--- src/pkg/hfit_cfg.svh ---
/*
  Constants for the host buffer, interrupt and timer block: register offsets,
  field positions, reset values and timing figures.
  Assumes a 25 MHz system clock and APB byte addresses on a 12-bit bus.
*/
// Overview of operation
// - One store of 64 bytes between host and command logic.
// - Data port write pushes a byte; read returns oldest byte and advances.
// - Fill register shows stored byte count in seven bits.
// - The same store serves host and command logic in both directions.
// - Flush bit empties the store and clears the overflow error.
// - Overflow error stays set until a flush.
// - Almost full when free space is at most the water mark.
// - Almost empty when stored count is at most the water mark.
// - Alert rising with its enable set raises the interrupt pin.
// - Events set their flag bits; enabled flags raise the pin and the global interrupt status bit.
// - Transmit done flag set when data ends and frame end begins.
// - Checksum done flag set when checksum ready goes high.
// - Receive done flag set at end of received data.
// - Command done flag set when command code returns to idle.
// - Alert interrupt flags set when their alert flags become one.
// - Error interrupt flag set while any error bit is one during activity.
// - Timer runs from 13.56 MHz through a 12-bit reloadable prescaler.
// - Second stage is a 16-bit reloadable counter readable by host.
// - Prescale period is twice value plus one, or plus two if even.
// - Count 1 to 0 sets timer flag; then halt or reload.
// - Start, stop and auto start bits control timer; running bit shown.
// - A byte arriving when full is dropped and sets overflow.
`ifndef HFIT_CFG_SVH
`define HFIT_CFG_SVH

`define OFF_COMMAND 12'h000
`define OFF_IRQ_ENABLE 12'h004
`define OFF_COMMON_IRQ 12'h008
`define OFF_ERROR_FLAGS 12'h00C
`define OFF_PRIMARY_STATUS 12'h010
`define OFF_BUFFER_DATA_PORT 12'h014
`define OFF_BUFFER_FILL 12'h018
`define OFF_WATER_MARK 12'h01C
`define OFF_MISC_CONTROL 12'h020
`define OFF_TIMER_MODE 12'h024
`define OFF_PRESCALE_LOW 12'h028
`define OFF_COUNT_RELOAD 12'h02C
`define OFF_COUNT_VALUE 12'h030

`define IRQ_TIMER 0
`define IRQ_ERR 1
`define IRQ_ALMOST_EMPTY 2
`define IRQ_ALMOST_FULL 3
`define IRQ_CMD_DONE 4
`define IRQ_RX 5
`define IRQ_TX 6
`define IRQ_CHECKSUM 7
`define IRQ_SET_BIT 8

`define ERR_OVF_BIT 4
`define ST_ALMOST_EMPTY 0
`define ST_ALMOST_FULL 1
`define ST_TIMER_RUNNING 3
`define ST_IRQ 4
`define ST_CHECKSUM_READY 5
`define FLUSH_BIT 7
`define CTRL_STOP_BIT 7
`define CTRL_START_BIT 6
`define MODE_AUTO_BIT 7
`define MODE_RESTART_BIT 5
`define MODE_EVEN_BIT 4

`define CMD_IDLE 4'h0
`define WATER_MARK_RST 6'h08
`define SYS_KHZ 25000
`define TIMER_IN_KHZ 13560

`endif

--- src/pkg/hfit_pkg.sv ---
/*
  Shared types for the host buffer, interrupt and timer block.
  Assumes nothing beyond a SystemVerilog compiler.
*/
`default_nettype none
package hfit_pkg;
  typedef logic [7:0] byte_t;
  typedef logic [3:0] cmd_t;
  typedef enum logic {TMR_IDLE, TMR_RUN} tmr_state_e;
endpackage
`default_nettype wire

--- src/pkg/fifo_if.sv ---
/*
  Interface between the register block and the byte store.
  Assumes one clock; the controller side drives requests.
*/
`default_nettype none
interface fifo_if #(parameter int W = 8, parameter int AW = 7);
  logic push;
  logic pop;
  logic flush;
  logic [W-1:0] wdata;
  logic [W-1:0] rdata;
  logic [AW-1:0] count;
  logic drop;
  modport ctrl(output push, pop, flush, wdata, input rdata, count, drop);
  modport store(input push, pop, flush, wdata, output rdata, count, drop);
endinterface
`default_nettype wire

--- src/rtl/byte_fifo.sv ---
/*
  Flip-flop byte store with flush and drop report.
  Assumes DEPTH is a power of two and AW holds DEPTH itself.
*/
`default_nettype none
module byte_fifo #(parameter int W = 8, parameter int DEPTH = 64, parameter int AW = 7) (
  input wire logic clk,
  input wire logic rst,
  input wire logic ce,
  fifo_if.store f
);
  logic [W-1:0] mem_q [DEPTH];
  logic [AW-2:0] wp_q;
  logic [AW-2:0] rp_q;
  logic [AW-1:0] cnt_q;
  wire full = (cnt_q == AW'(DEPTH));
  wire empty = (cnt_q == '0);
  wire do_push = f.push & ~full & ~f.flush;
  wire do_pop = f.pop & ~empty & ~f.flush;

  assign f.rdata = mem_q[rp_q];
  assign f.count = cnt_q;
  // Flush and a full push together: byte is lost to the flush, not an overflow
  assign f.drop = f.push & full & ~f.flush;

  always_ff @(posedge clk) begin
    if (ce && do_push) begin
      mem_q[wp_q] <= f.wdata;
    end
  end

  always_ff @(posedge clk) begin
    if (rst || (ce && f.flush)) begin
      wp_q <= '0;
      rp_q <= '0;
      cnt_q <= '0;
    end else if (ce) begin
      if (do_push) wp_q <= wp_q + 1'b1;
      if (do_pop) rp_q <= rp_q + 1'b1;
      if (do_push && !do_pop) cnt_q <= cnt_q + 1'b1;
      if (do_pop && !do_push) cnt_q <= cnt_q - 1'b1;
    end
  end
endmodule // byte_fifo
`default_nettype wire

--- src/rtl/prescale_timer.sv ---
/*
  Two-stage timer: 13.56 MHz tick from the system clock, prescaler, counter.
  Assumes the system clock rate in the config header.
*/
`default_nettype none
`include "hfit_cfg.svh"
module prescale_timer #(parameter int PW = 12, parameter int CW = 16) (
  input wire logic clk,
  input wire logic rst,
  input wire logic ce,
  input wire logic start,
  input wire logic stop,
  input wire logic restart,
  input wire logic even,
  input wire logic [PW-1:0] presc,
  input wire logic [CW-1:0] reload,
  output logic running,
  output logic [CW-1:0] value,
  output logic expired
);
  import hfit_pkg::*;
  tmr_state_e st_q;
  logic [15:0] acc_q;
  logic [PW:0] pre_q;
  // Fractional accumulator: jitter of one system clock on each timer tick
  wire [16:0] acc_sum = {1'b0, acc_q} + 17'(`TIMER_IN_KHZ);
  wire tick = (acc_sum >= 17'(`SYS_KHZ));
  wire [PW:0] period_m1 = {presc, even};

  assign running = (st_q == TMR_RUN);

  always_ff @(posedge clk) begin
    if (rst) begin
      acc_q <= '0;
    end else if (ce) begin
      acc_q <= tick ? 16'(acc_sum - 17'(`SYS_KHZ)) : acc_sum[15:0];
    end
  end

  always_ff @(posedge clk) begin
    if (rst) begin
      st_q <= TMR_IDLE;
      pre_q <= '0;
      value <= '0;
      expired <= 1'b0;
    end else if (ce) begin
      expired <= 1'b0;
      if (stop) begin
        st_q <= TMR_IDLE;
      end else if (start) begin
        st_q <= TMR_RUN;
        pre_q <= period_m1;
        value <= reload;
      end else if (running && tick) begin
        if (pre_q != '0) begin
          pre_q <= pre_q - 1'b1;
        end else begin
          pre_q <= period_m1;
          if (value != '0) begin
            value <= value - 1'b1;
            expired <= (value == CW'(1));
          end else if (restart) begin
            value <= reload;
          end else begin
            st_q <= TMR_IDLE;
          end
        end
      end
    end
  end
endmodule // prescale_timer
`default_nettype wire

--- src/rtl/host_fifo_irq_timer.sv ---
/*
  Host register block: APB slave, shared byte store, alerts, interrupt
  flags and pin, and the two-stage timer.
  Assumes a 25 MHz clock, a synchronous active-high reset and that the
  command logic pulses its event inputs for one clock each.
*/
`default_nettype none
`include "hfit_cfg.svh"
module host_fifo_irq_timer #(
  parameter int DEPTH = 64,
  parameter int AW = 7,
  parameter int WL_W = 6
) (
  input wire logic clk,
  input wire logic rst,
  input wire logic ce,
  input wire logic psel,
  input wire logic penable,
  input wire logic pwrite,
  input wire logic [11:0] paddr,
  input wire logic [31:0] pwdata,
  output logic [31:0] prdata,
  output logic pready,
  output logic pslverr,
  input wire logic sm_push,
  input wire hfit_pkg::byte_t sm_wdata,
  input wire logic sm_pop,
  output hfit_pkg::byte_t sm_rdata,
  output hfit_pkg::cmd_t command_code,
  input wire logic cmd_done,
  input wire logic tx_frame_end,
  input wire logic rx_data_end,
  input wire logic checksum_ready,
  input wire logic [7:0] err_bits,
  input wire logic timer_auto_event,
  output logic irq
);
  import hfit_pkg::*;

  // ----------------------------------------------------------------------
  // State
  // ----------------------------------------------------------------------
  cmd_t cmd_q;
  logic [7:0] en_q;
  logic [7:0] flags_q;
  logic [7:0] flags_d;
  logic [WL_W-1:0] wl_q;
  logic [7:0] mode_q;
  logic [7:0] presc_lo_q;
  logic [15:0] reload_q;
  logic ovf_q;
  logic ovf_d;
  logic ae_q;
  logic af_q;
  logic crc_q;
  logic irq_d;
  cmd_t cmd_d;

  fifo_if #(.W(8), .AW(AW)) fif ();

  // ----------------------------------------------------------------------
  // APB decode
  // ----------------------------------------------------------------------
  // One wait state: the read value is taken in the first access cycle,
  // which keeps the read mux out of the prdata output path.
  wire acc = psel & penable;
  wire capture = acc & ~pready;
  wire commit = acc & pready;
  wire wr = commit & pwrite;

  wire sel_cmd = (paddr == `OFF_COMMAND);
  wire sel_en = (paddr == `OFF_IRQ_ENABLE);
  wire sel_flags = (paddr == `OFF_COMMON_IRQ);
  wire sel_err = (paddr == `OFF_ERROR_FLAGS);
  wire sel_status = (paddr == `OFF_PRIMARY_STATUS);
  wire sel_data = (paddr == `OFF_BUFFER_DATA_PORT);
  wire sel_fill = (paddr == `OFF_BUFFER_FILL);
  wire sel_wl = (paddr == `OFF_WATER_MARK);
  wire sel_ctrl = (paddr == `OFF_MISC_CONTROL);
  wire sel_mode = (paddr == `OFF_TIMER_MODE);
  wire sel_plo = (paddr == `OFF_PRESCALE_LOW);
  wire sel_rld = (paddr == `OFF_COUNT_RELOAD);
  wire sel_val = (paddr == `OFF_COUNT_VALUE);
  wire hit = sel_cmd | sel_en | sel_flags | sel_err | sel_status | sel_data |
             sel_fill | sel_wl | sel_ctrl | sel_mode | sel_plo | sel_rld | sel_val;

  // ----------------------------------------------------------------------
  // Byte store
  // ----------------------------------------------------------------------
  wire fifo_empty = (fif.count == '0);
  // Host read pops at the capture edge so the byte is already in prdata
  wire host_pop = capture & ~pwrite & sel_data & hit;
  wire host_push = wr & sel_data;
  wire host_flush = wr & sel_fill & pwdata[`FLUSH_BIT];
  // Command logic has priority; a clashing host byte is lost
  assign fif.push = sm_push | host_push;
  assign fif.pop = sm_pop | host_pop;
  assign fif.wdata = sm_push ? sm_wdata : pwdata[7:0];
  assign fif.flush = host_flush;

  byte_fifo #(.W(8), .DEPTH(DEPTH), .AW(AW)) u_fifo (
    .clk(clk),
    .rst(rst),
    .ce(ce),
    .f(fif)
  );

  always_ff @(posedge clk) begin
    if (rst) begin
      sm_rdata <= '0;
    end else if (ce && sm_pop && !fifo_empty) begin
      sm_rdata <= fif.rdata;
    end
  end

  // ----------------------------------------------------------------------
  // Overflow and alerts
  // ----------------------------------------------------------------------
  // Drop beats flush in the same cycle only if the flush did not take it
  assign ovf_d = fif.drop ? 1'b1 : (host_flush ? 1'b0 : ovf_q);

  wire [AW-1:0] free_cnt = AW'(DEPTH) - fif.count;
  wire [AW-1:0] wl_ext = AW'(wl_q);
  wire almost_full = (free_cnt <= wl_ext);
  wire almost_empty = (fif.count <= wl_ext);
  wire af_rise = almost_full & ~af_q;
  wire ae_rise = almost_empty & ~ae_q;
  wire crc_rise = checksum_ready & ~crc_q;

  always_ff @(posedge clk) begin
    if (rst) begin
      ovf_q <= 1'b0;
      // Store is empty and under the reset water mark: no false alert edge
      ae_q <= 1'b1;
      af_q <= 1'b0;
      crc_q <= 1'b0;
    end else if (ce) begin
      ovf_q <= ovf_d;
      ae_q <= almost_empty;
      af_q <= almost_full;
      crc_q <= checksum_ready;
    end
  end

  // ----------------------------------------------------------------------
  // Command code
  // ----------------------------------------------------------------------
  // A host write wins over a completion in the same cycle: new command
  wire cmd_busy = (cmd_q != `CMD_IDLE);
  assign cmd_d = (wr && sel_cmd) ? pwdata[3:0] : (cmd_done ? `CMD_IDLE : cmd_q);
  wire cmd_to_idle = cmd_busy & (cmd_d == `CMD_IDLE);

  // ----------------------------------------------------------------------
  // Timer
  // ----------------------------------------------------------------------
  wire tmr_running;
  wire [15:0] tmr_value;
  wire tmr_expired;
  wire tmr_start = (wr & sel_ctrl & pwdata[`CTRL_START_BIT]) |
                   (mode_q[`MODE_AUTO_BIT] & timer_auto_event);
  wire tmr_stop = wr & sel_ctrl & pwdata[`CTRL_STOP_BIT];

  prescale_timer #(.PW(12), .CW(16)) u_timer (
    .clk(clk),
    .rst(rst),
    .ce(ce),
    .start(tmr_start),
    .stop(tmr_stop),
    .restart(mode_q[`MODE_RESTART_BIT]),
    .even(mode_q[`MODE_EVEN_BIT]),
    .presc({mode_q[3:0], presc_lo_q}),
    .reload(reload_q),
    .running(tmr_running),
    .value(tmr_value),
    .expired(tmr_expired)
  );

  // ----------------------------------------------------------------------
  // Interrupt flags
  // ----------------------------------------------------------------------
  wire [7:0] err_all = err_bits | (8'(ovf_q) << `ERR_OVF_BIT);
  // Error flag is level driven only while a command is active
  wire err_ev = (|err_all) & cmd_busy;

  wire [7:0] ev;
  assign ev[`IRQ_TIMER] = tmr_expired;
  assign ev[`IRQ_ERR] = err_ev;
  assign ev[`IRQ_ALMOST_EMPTY] = ae_rise;
  assign ev[`IRQ_ALMOST_FULL] = af_rise;
  assign ev[`IRQ_CMD_DONE] = cmd_to_idle;
  assign ev[`IRQ_RX] = rx_data_end;
  assign ev[`IRQ_TX] = tx_frame_end;
  assign ev[`IRQ_CHECKSUM] = crc_rise;

  wire flags_wr = wr & sel_flags;
  wire flags_set_mode = pwdata[`IRQ_SET_BIT];
  wire [7:0] sw_set = (flags_wr && flags_set_mode) ? pwdata[7:0] : 8'h00;
  wire [7:0] sw_clr = (flags_wr && !flags_set_mode) ? pwdata[7:0] : 8'h00;
  // Hardware set wins over a software clear in the same cycle
  assign flags_d = (flags_q & ~sw_clr) | sw_set | ev;
  assign irq_d = |(flags_d & en_q);

  // ----------------------------------------------------------------------
  // Register writes
  // ----------------------------------------------------------------------
  always_ff @(posedge clk) begin
    if (rst) begin
      cmd_q <= `CMD_IDLE;
      en_q <= 8'h00;
      flags_q <= 8'h00;
      irq <= 1'b0;
    end else if (ce) begin
      cmd_q <= cmd_d;
      flags_q <= flags_d;
      irq <= irq_d;
      if (wr && sel_en) en_q <= pwdata[7:0];
    end
  end

  always_ff @(posedge clk) begin
    if (rst) begin
      wl_q <= `WATER_MARK_RST;
      mode_q <= 8'h00;
      presc_lo_q <= 8'h00;
      reload_q <= 16'h0000;
    end else if (ce) begin
      if (wr && sel_wl) wl_q <= pwdata[WL_W-1:0];
      if (wr && sel_mode) mode_q <= pwdata[7:0];
      if (wr && sel_plo) presc_lo_q <= pwdata[7:0];
      if (wr && sel_rld) reload_q <= pwdata[15:0];
    end
  end

  assign command_code = cmd_q;

  // ----------------------------------------------------------------------
  // Read mux
  // ----------------------------------------------------------------------
  wire [7:0] status_v = (8'(almost_empty) << `ST_ALMOST_EMPTY) |
                        (8'(almost_full) << `ST_ALMOST_FULL) |
                        (8'(tmr_running) << `ST_TIMER_RUNNING) |
                        (8'(irq) << `ST_IRQ) |
                        (8'(checksum_ready) << `ST_CHECKSUM_READY);
  // Empty store reads as zero and leaves the pointers alone
  wire [7:0] data_v = fifo_empty ? 8'h00 : fif.rdata;
  wire [31:0] rd_mux =
    sel_cmd ? 32'(cmd_q) :
    sel_en ? 32'(en_q) :
    sel_flags ? 32'(flags_q) :
    sel_err ? 32'(err_all) :
    sel_status ? 32'(status_v) :
    sel_data ? 32'(data_v) :
    sel_fill ? 32'(fif.count) :
    sel_wl ? 32'(wl_q) :
    sel_mode ? 32'(mode_q) :
    sel_plo ? 32'(presc_lo_q) :
    sel_rld ? 32'(reload_q) :
    sel_val ? 32'(tmr_value) :
    32'h0000_0000;

  // ----------------------------------------------------------------------
  // APB answer
  // ----------------------------------------------------------------------
  always_ff @(posedge clk) begin
    if (rst) begin
      pready <= 1'b0;
      pslverr <= 1'b0;
      prdata <= 32'h0000_0000;
    end else if (ce) begin
      pready <= capture;
      pslverr <= capture & ~hit;
      if (capture) prdata <= pwrite ? 32'h0000_0000 : rd_mux;
    end
  end

endmodule // host_fifo_irq_timer
`default_nettype wire

--- config.mk ---
export PLATFORM = sky130hd
export DESIGN_NAME = host_fifo_irq_timer
export DESIGN_NICKNAME = d
export VERILOG_FILES = /design/src/pkg/hfit_pkg.sv /design/src/pkg/fifo_if.sv /design/src/rtl/byte_fifo.sv /design/src/rtl/prescale_timer.sv /design/src/rtl/host_fifo_irq_timer.sv
export VERILOG_INCLUDE_DIRS = /design/src /design/src/pkg
export SDC_FILE = /design/constraint.sdc
export NUM_CORES = 1
export LEC_CHECK = 0
export BUFFER_PORTS_ARGS = -buffer_cell sky130_fd_sc_hd__buf_2
export CAP_MARGIN = 30
export CORE_UTILIZATION = 37
export DETAILED_ROUTE_END_ITERATION = 6
export HOLD_SLACK_MARGIN = 0.02
export SLEW_MARGIN = 20
export SYNTH_ARGS = -nofsm -noshare
export SYNTH_HDL_FRONTEND = slang
export SYNTH_SLANG_ARGS = --single-unit
--- constraint.sdc ---
create_clock -name clk -period 4.45 [get_ports clk]
set_clock_uncertainty 0.15 [all_clocks]
set_input_delay 0.2225 -clock clk [delete_from_list [all_inputs] [get_ports clk]]
set_output_delay 0.2225 -clock clk [all_outputs]
set_load 0.02 [all_outputs]
==> results.toml, run 1 <==
[worst_hold_path]
hold_end = "prdata[7]"
holdPathStages = 5
hp-class = "input pin to flop"
worstHoldStart = "err_bits[7]"

[power]
switching_share_pct = 25.6
seqPwrFrac_pct = 45.1
clkPwrFrac_pct = 40.1
peakVddDrop_v = 0.000315
power_per_cell_area_mw_per_mm2 = 457
power_switching_w = 0.00396
p_int_w = 0.0115
leakage_nw = 11.0
p_comb_share_pct = 14.8

[die]
die-area_sq_mm = 0.0793
coreArea_sq_mm = 0.0775
chipHeight_um = 282
initial_core_util_pct = 37.3
io_pins = 120
die-width_um = 282
std_cell_rows = 102

[routing]
dr_total_vias = 18458
routedWlPerCell_um = 23.4
vias_per_cell = 5.58
drt_wl_total_um = 77600
firstDrtPassIters = 7
drt-initial-drc-count = 1491
drc = 3
ant_nets = 0

[worst_setup_path]
crit_fanout = 14
reg2regPathDepth = 11
rrSetupSlack_ns = 0.36
arrival_ns = 4.45
r2r-end = "u_timer.value[0]"
r2r-start = "u_timer.acc_q[3]"
critPathRequiredTime_ns = 4.81
path_class = "flop to flop"
crit_path_start_kind = "flop"
endpoint_kind = "flop"

[synthesis]
ys_ff_latch = 670
ys_warn_count = 0
synth-edff-count = 512
ys_seq_area_share_pct = 64.1
synthesis.area_sq_mm = 0.0289
syn_area_per_cell_sq_um = 14.4
async_flop_share_pct = 0
synth_top_area_cell = "edfxtp_1"
synth_top_area_share_pct = 53.1
synth_area_leaders = "edfxtp_1, mux4_2, dfxtp_1"
synthFlopType = "edfxtp_1"
yosysUniqueCellTypes = 83
syn_inst = 2015

[outcome]
outcome = "finished, violations left"
violations = "DRC"

[clock_tree]
cts.sinks = 670
clkTransAtPathRegs_ns = 0.06
cts_tree = "done"
numCtsBuffers = 73
cts-htree-levels = 3
ctsResizeCount = 0
cts_buffer_depth = 3
cts_root_buf = "clkbuf_16"
clk_latency_ns = 0.62

[grt]
grt_usage_pct = 19.7
grt_pass1_vias = 18278
grt_max_degree = 65
antenna_found_initial = 1
grt.overflow.total = 0
grt_pass1_wl_um = 116000

[timing]
relSlewSlack_pct = 38.7
slew_viol_final = 0
hold_slack_ns = 0.0403
rsz0062_at_grt = "no"
fin_crit_ns = 4.09
fmax_mhz = 244
tns_ns = 0
tightest_slew_ns = 0.916
finalSetupViolCount = 0
finalHoldViolCount = 0
period_share_pct = 92.0

[placed_design]
numPortBuffers = 87
place_hpwl_um = 51600
gp_congestion = 0.924

[final_layout]
areaGrowthSynthToFinish_pct = 17.2
nets = 2320
layout-drive-gt1-share_pct = 22.8
diodes = 0

[flow_run]
cap_viol_max_count = 0
-- worst max path at each step --
stage	start	endpoint	slack, ns	cells after the start
floorplan	u_timer.acc_q[3]	u_timer.acc_q[7]	1.07	12
global placement	u_timer.acc_q[3]	u_timer.value[1]	0.49	11
detailed placement	u_timer.acc_q[3]	u_timer.value[15]	0.42	11
CTS	u_timer.acc_q[3]	u_timer.value[0]	0.35	11
global route	u_timer.pre_q[0]	u_timer.value[7]	0.14	11
finish	u_timer.acc_q[3]	u_timer.value[0]	0.36	11
-- state kept, by name, summed over array words and instances (netlist names), 7 cells and up, named ones only --
| name | flops |
|---|---|
| u_fifo.mem_q | 512 |
| mode_q | 8 |
| u_timer.acc_q | 13 |
| prdata | 16 |
| presc_lo_q | 8 |
| u_fifo.f.count | 7 |
| en_q | 8 |
| flags_q | 8 |
| u_timer.value | 16 |
| reload_q | 16 |
| sm_rdata | 8 |
| u_timer.pre_q | 13 |
-- synth_stat cells, drive strengths merged (29+ instances only) --
cell	n
dfxtp	158
clkbuf	81
nand2	149
nor3	34
nand3	35
nor2	241
buf	47
mux2i	47
ha	29
o21ai	85
a21oi	110
mux4	164
edfxtp	512
a22oi	29
-- cell families after synthesis --
logic type	Yosys count	synth area share (%)
other	1	0.0130
AND/OR/NAND/NOR	553	8.53
AO/OA/AOI/OAI	341	7.57
multiplexers	227	15.0
adder cells (fa/ha/maj)	30	1.32
buffers and inverters	156	2.35
XOR/XNOR	37	1.12
flip-flops	670	64.1
-- what timing repair did --
item | 4_1_cts | 5_1_grt
hold endpoints to repair | 86 | 0
setup buffers | 0 | 0
hold buffers | 35 | 0
-- area by class of cell --
type / count / area (sq um)
Sequential cell: 670 / 18500
Timing Repair Buffer: 240 / 1740
Inverter: 28 / 105
Multi-Input combinational cell: 1204 / 9770
Clock inverter: 35 / 462
Clock buffer: 93 / 1980
Fill cell: 6948 / 43600
Tap cell: 1040 / 1300
-- metrics by stage --
stage               instance area [sq um]  worst slack, ns  total power, W  util, %  std cells
finish                              33900            0.356          0.0155     43.8       3310
global route                        33900            0.139          0.0161     43.8       3310
detailed placement                  31100            0.416         0.00939     40.2       3146
floorplan                           29000             1.07         0.00871        -       2030
global placement                    31100            0.493         0.00936     40.2       3146
CTS                                 33900            0.354          0.0156     43.8       3309
-- critical path: stages (launching register included) --
cell	delay [ns]
dfxtp_1	0.38
inv_1	0.12
ha_1	0.29
or4b_1	0.62
a221o_1	0.42
and3b_1	0.19
or4_4	0.54
o21ai_4	0.15
a211oi_1	0.20
o21ai_2	0.55
o21ai_0	0.21
o311a_1	0.15
-- cell usage in the layout, fill, tap and decap left out, types with 18 or more instances in the layout --
cell,n
a211oi_1,18
buf_2,86
nor3_1,33
clkbuf_16,76
edfxtp_1,512
inv_1,26
xnor2_1,23
ha_1,29
dlygate4sd3_1,35
mux4_2,164
mux2i_1,47
a22oi_1,29
nand2_1,148
dfxtp_1,155
nand3_1,35
a21oi_1,110
nor2_1,241
buf_4,114
o21ai_0,72
-- layer usage --
layer | vias to the layer above | global-route usage [%] | share of wire, %
met3 | 137 | 3.25 | 6.0
met4 | 0 | 6.49 | 2.9
li1 | 8201 | - | -
met1 | 9455 | 26.9 | 43
met2 | 665 | 31.8 | 48
met5 | - | 0 | 0
-- power groups by stage --
stage / sequential [W] / clock [W] / combinational (W)
floorplan: 0.00705 / 0 / 0.00166
CTS: 0.00698 / 0.00632 / 0.00231
finish: 0.00699 / 0.00621 / 0.00229
global placement: 0.00711 / 0 / 0.00225
detailed placement: 0.00712 / 0 / 0.00227
global route: 0.00700 / 0.00655 / 0.00251
(Power assumes the default switching activity.)
==> inputs of run 2 (changes only) <==
--- a/config.mk
+++ b/config.mk
@@ -8,6 +8,7 @@
 export LEC_CHECK = 0
 export BUFFER_PORTS_ARGS = -buffer_cell sky130_fd_sc_hd__buf_2
 export CAP_MARGIN = 30
+export CORE_MARGIN = 2
 export CORE_UTILIZATION = 37
 export DETAILED_ROUTE_END_ITERATION = 6
 export HOLD_SLACK_MARGIN = 0.02
==> run 2 against run 1 <==
Net effect:
- fmax shrank 0.26%
- highest routed layer unchanged
- largest cell class unchanged
- combinational power hardly changed
- worst setup slack got worse by 0.010 ns
- worst hold slack gained 0.014 ns
- register-to-register slack about the same
- cell count up 0.27%
- sequential cell count did not move
- design area shrank 0.10%
- first-iteration DRC count rose by 39%
- global-route usage decreased by 0.82 points
- the flow now finishes without violations
==> results.toml, run 2 (synthesized netlist as in run 1, its figures left out) <==
[clock_tree]
cts-htree-levels = 3
clkTransAtPathRegs_ns = 0.06
cts_root_buf = "clkbuf_16"
numCtsBuffers = 72
cts_buffer_depth = 3
cts_tree = "done"
clk_latency_ns = 0.64
cts.sinks = 670

[die]
initial_core_util_pct = 37.3
std_cell_rows = 102
coreArea_sq_mm = 0.0775
die-width_um = 284
chipHeight_um = 284
die-area_sq_mm = 0.0804
io_pins = 120

[grt]
grt_usage_pct = 18.8
antenna_found_initial = 0
grt_max_degree = 85
grt_pass1_vias = 18312
grt.overflow.total = 0
grt_pass1_wl_um = 115000

[final_layout]
final_common_cell = "edfxtp_1"
ff_latch_area_sq_mm = 0.0185
diodes = 0
top_register = "u_fifo.mem_q"
stdcell_count = 3319
largest_reg_flops = 512
multi_input_area_sq_mm = 0.00979
nFillCells = 6903
layout_common_cells = "edfxtp_1, nor2_1, mux4_2, dfxtp_1, nand2_1"
layout-drive-gt1-share_pct = 22.1
areaGrowthSynthToFinish_pct = 17.1
nets = 2323

[placed_design]
numPortBuffers = 87
gp_congestion = 0.956
place_inst = 3143
place_hpwl_um = 50700
pre_cts_ws_ns = 0.265

[worst_setup_path]
endpoint = "u_timer.value[6]"
path_class = "flop to flop"
arrival_ns = 4.51
crit_fanout = 14
rrSetupSlack_ns = 0.35
crit_path_start = "u_timer.acc_q[3]"
crit_slowest_cell = "or4b_1"
critPathRequiredTime_ns = 4.85
crit_path_start_kind = "flop"
r2r-start = "u_timer.acc_q[3]"
path_depth = 11
critPathMaxStageDelay_ns = 0.61
worst_path_dominant_cell_family = "compound AO/OA/AOI/OAI gates"
path_buf_inv = 1
r2r-end = "u_timer.value[6]"
reg2regPathDepth = 11
endpoint_kind = "flop"
path_cells = "inv_1 > ha_1 > or4b_1 > a221o_1 > and3b_1 > or4_4 > o21ai_4 > a211oi_1 > o21ai_2 > o21ai_0 > a21oi_1"

[timing]
period_share_pct = 92.2
finalSetupViolCount = 0
hold_slack_ns = 0.0538
slew_viol_final = 0
rsz0062_at_grt = "no"
tightest_slew_ns = 0.918
tns_ns = 0
fin_crit_ns = 4.10
fmax_mhz = 244
final.setup.worst_slack_ns = 0.345
finalHoldViolCount = 0
relSlewSlack_pct = 38.6

[power]
peakVddDrop_v = 0.000372
leakage_nw = 11.0
power_per_cell_area_mw_per_mm2 = 447

[outcome]
outcome = "completed"

[routing]
drc = 0
routedWlPerCell_um = 23.1
drt_wl_total_um = 76700
firstDrtPassIters = 6
vias_per_cell = 5.60
drt-initial-drc-count = 2066
dr_total_vias = 18597
ant_nets = 0

[worst_hold_path]
hp-class = "input pin to flop"

[flow_run]
cap_viol_max_count = 0
## run 2: power breakdown
part | leakage [nW] | internal [W] | switching, W | total (W)
registers | 5.88 | 0.00685 | 0.000167 | 0.00701
logic | 4.00 | 0.000998 | 0.00129 | 0.00229
clock network | 1.09 | 0.00331 | 0.00253 | 0.00585
total | 11.0 | 0.0112 | 0.00399 | 0.0152
## run 2: worst min path at each step
| stage | startpoint | endpoint | slack [ns] | depth (start not counted) |
|---|---|---|---|---|
| after floorplan | pwdata[10] | reload_q[10] | 0.21 | 2 |
| after global placement | u_timer.pre_q[1] | u_timer.pre_q[1] | 0.31 | 2 |
| after detailed placement | u_timer.pre_q[1] | u_timer.pre_q[1] | 0.31 | 2 |
| after CTS | err_bits[4] | flags_q[1] | 0.03 | 5 |
| after global routing | err_bits[7] | prdata[7] | 0.10 | 5 |
| final | err_bits[4] | flags_q[1] | 0.05 | 5 |
## run 2: what timing repair did
item / 4_1_cts / 5_1_grt
resized for setup: 0 / 1
setup buffers: 0 / 0
hold endpoints to repair: 85 / 0
setup endpoints to repair: 0 / 1
hold buffers: 43 / 0
## run 2: routing by layer
layer | vias to the layer above | track usage (%) | share of wire, %
met4 | 0 | 5.79 | 2.7
met2 | 815 | 30.6 | 48
li1 | 8213 | - | -
met5 | - | 0 | 0
met3 | 152 | 3.50 | 7.4
met1 | 9417 | 25.7 | 42
## run 2: layout make-up
cell class | instances | area share (%)
Sequential cell | 670 | 54.8
Multi-Input combinational cell | 1204 | 28.9
Clock buffer | 101 | 5.70
Timing Repair Buffer | 244 | 5.43
Tap cell | 1040 | 3.84
Clock inverter | 32 | 1.05
Inverter | 28 | 0.310
## run 2: per-stage QoR
| stage | power (W) | utilization, % | instance area (sq um) |
|---|---|---|---|
| 3_3_place_gp | 0.00935 | 40.2 | 31100 |
| 6_report | 0.0152 | 43.7 | 33900 |
| 3_5_place_dp | 0.00940 | 40.2 | 31100 |
| 2_1_floorplan | 0.00871 | - | 29000 |
| 5_1_grt | 0.0157 | 43.7 | 33900 |
| 4_1_cts | 0.0153 | 43.7 | 33900 |
## run 2: tightest hold or removal path, stage by stage
cell and delay [ns]:
buf_2 0.09, nor2_1 0.06, a31oi_1 0.13, nor2_1 0.09, a211oi_1 0.19
==> inputs of run 3 (changes only) <==
--- a/config.mk
+++ b/config.mk
@@ -15,4 +15,5 @@
 export SLEW_MARGIN = 20
 export SYNTH_ARGS = -nofsm -noshare
 export SYNTH_HDL_FRONTEND = slang
+export SYNTH_HIERARCHICAL = 1
 export SYNTH_SLANG_ARGS = --single-unit
==> run 3 against run 2 <==
Net effect:
- die area grew 4.5%
- sequential share of layout area decreased by 1.9 points
- power rose by 5.3%
- critical path type unchanged
- critical endpoint is now u_timer/value[1]
- highest routed layer unchanged
==> results.toml, run 3 <==
[clock_tree]
cts_buffer_depth = 3
cts.sinks = 670
cts_root_buf = "clkbuf_16"
clk_latency_ns = 0.62
cts_tree = "done"
cts-htree-levels = 3
clkTransAtPathRegs_ns = 0.06
numCtsBuffers = 70
ctsResizeCount = 0

[timing]
rsz0062_at_grt = "no"
fin_crit_ns = 3.84
finalSetupViolCount = 0
relSlewSlack_pct = 40.1
tns_ns = 0
slew_viol_final = 0
period_share_pct = 86.3
tightest_slew_ns = 0.887
final.setup.worst_slack_ns = 0.608
fmax_mhz = 260
finalHoldViolCount = 0

[worst_setup_path]
arrival_ns = 4.21
path_buf_inv = 2
r2r-end = "u_timer/value[1]"
crit_path_start_kind = "flop"
r2r-start = "u_timer/acc_q[3]"
rrSetupSlack_ns = 0.61
reg2regPathDepth = 11
crit_fanout = 19
path_class = "flop to flop"
path_cells = "inv_1 > ha_1 > or4b_4 > nor4_1 > a211oi_2 > a21oi_4 > a211oi_2 > o21ai_2 > buf_6 > a211oi_1 > a211oi_1"
critPathMaxStageDelay_ns = 0.61
critPathRequiredTime_ns = 4.81
worst_path_dominant_cell_family = "compound AO/OA/AOI/OAI gates"
endpoint_kind = "flop"
crit_slowest_cell = "o21ai_2"

[grt]
grt_max_degree = 65
grt_util_met3_pct = 2.74
grt.overflow.total = 0
grt_pass1_vias = 20386
grt_busiest_layer = "met2"
grt_pass1_wl_um = 126000
use_met1_pct = 26.9
grtUsageMet2_pct = 31.3
antenna_found_initial = 0
grt_usage_pct = 19.4

[worst_hold_path]
holdPathStages = 3
hold_end = "flags_q[1]"
hp-class = "input pin to flop"
worstHoldStart = "err_bits[0]"

[synthesis]
synthAdderAreaFrac_pct = 1.18
yosysUniqueCellTypes = 103
synthFlopType = "edfxtp_1"
ys_seq_area_share_pct = 61.3
synth-edff-count = 512
synth_mux_area_share_pct = 11.5
synth_top_area_cell = "edfxtp_1"
synth_top_family_by_area = "multiplexers"
syn_inst = 2291
yosysMostFrequentCell = "edfxtp_1"
synthesis.area_sq_mm = 0.0303
synth-xor-area-share_pct = 0.608
syn_area_per_cell_sq_um = 13.2
yosys-top-cells-count = "edfxtp_1, nor2_1, nand2_1, dfxtp_1, a21oi_1"
ys_warn_count = 6
synth_area_leaders = "edfxtp_1, dfxtp_1, mux4_2"
async_flop_share_pct = 0
yosys.area_share.simple_pct = 11.4
synth-compound-area-share_pct = 10.8
ys_ff_latch = 670
synth_top_area_share_pct = 50.8

[final_layout]
largest_reg_flops = 512
layout_common_cells = "edfxtp_1, nor2_1, nand2_1, dfxtp_1, a21oi_1"
diodes = 0
nFillCells = 7258
final_common_cell = "edfxtp_1"
nets = 2584
final_area_sq_mm = 0.0351
top_register = "u_fifo/mem_q"
layout-drive-gt1-share_pct = 20.3
areaGrowthSynthToFinish_pct = 16.1

[placed_design]
post_dp_cell_area_sq_mm = 0.0324
place_hpwl_um = 55800
numPortBuffers = 87
gp_congestion = 0.941
pre_cts_ws_ns = 0.259

[die]
die-area_sq_mm = 0.0841
die-width_um = 290
coreArea_sq_mm = 0.0807
std_cell_rows = 104
chipHeight_um = 290
io_pins = 120
initial_core_util_pct = 37.5

[routing]
dr_total_vias = 20615
firstDrtPassIters = 7
ant_nets = 0
drc = 0
routedWlPerCell_um = 23.1
drt-initial-drc-count = 2165
vias_per_cell = 5.73
drt_wl_total_um = 83000

[power]
peakVddDrop_v = 0.000233
leakage_nw = 11.6
power_per_cell_area_mw_per_mm2 = 454

[flow_run]
cap_viol_max_count = 0

[outcome]
outcome = "completed"
[run 3: cell count changes after synthesis, moves of 12 or more]
cell      previous run  this run
nor2b_1             11        38
a21oi_1            110       142
a22oi_1             29        44
buf_4               17        31
nand2b_1            13        26
o22ai_1              3        24
buf_2               18        32
mux4_2             164       110
inv_1               26        39
nor3_1              34        46
[run 3: where the power goes]
part | total, W | leakage, nW | internal, W | switching, W
clock network | 0.00593 | 1.13 | 0.00342 | 0.00251
registers | 0.00712 | 5.88 | 0.00687 | 0.000253
logic | 0.00291 | 4.56 | 0.00121 | 0.00170
[run 3: final cells by class]
class                      instances  area, sq um  area share, %
sequential                       670        18500           52.8
multi-input combinational       1436        10800           30.8
timing repair buffer             266         1960           5.58
clock buffer                      88         1860           5.29
tap                             1060         1330           3.78
clock inverter                    39          473           1.35
inverter                          39          146          0.417
[run 3: how the worst max path moves through the flow]
stage                     start                end  cells past startpoint
2_1_floorplan          paddr[1]  u_fifo/f.count[6]                     15
3_3_place_gp           paddr[1]  u_fifo/f.count[6]                     16
3_5_place_dp           paddr[1]  u_fifo/f.count[6]                     16
4_1_cts                    flop          prdata[3]                     10
5_1_grt                    flop          prdata[1]                      9
6_report       u_timer/acc_q[3]   u_timer/value[1]                     11
[run 3: kinds of logic (layout without fill, tap and decap cells)]
family,after synthesis,after routing
buffers and inverters,200,432
and+or+nand+nor,697,697
adders and majority gates,28,28
AOI/OAI and AO/OA,480,480
xor gates and xnor gates,21,21
DFF,670,670
other,1,16
muxes,194,194
[run 3: layer usage]
layer  share of wire (%)  routed length [um]
met3                 6.5                5390
met5                   0                   0
met4                 3.0                2480
met2                  47               39000
met1                  43               36100
[run 3: tightest hold or removal path: stages]
cell,delay (ns)
buf_2,0.09
o41ai_1,0.17
a311oi_1,0.29
[run 3: timing repair]
item / CTS / global route
hold buffers: 33 / 0
hold endpoints to repair: 76 / 0
buffers inserted: 0 / 0
[run 3: through the flow]
step / power (W) / std cells / hold WS [ns] / utilization (%)
2_1_floorplan: 0.00927 / 2306 / 0.208 / -
3_3_place_gp: 0.0100 / 3434 / 0.307 / 40.2
3_5_place_dp: 0.0101 / 3436 / 0.316 / 40.2
4_1_cts: 0.0160 / 3596 / 0.0265 / 43.5
5_1_grt: 0.0166 / 3598 / 0.0757 / 43.5
6_report: 0.0160 / 3598 / 0.0729 / 43.5
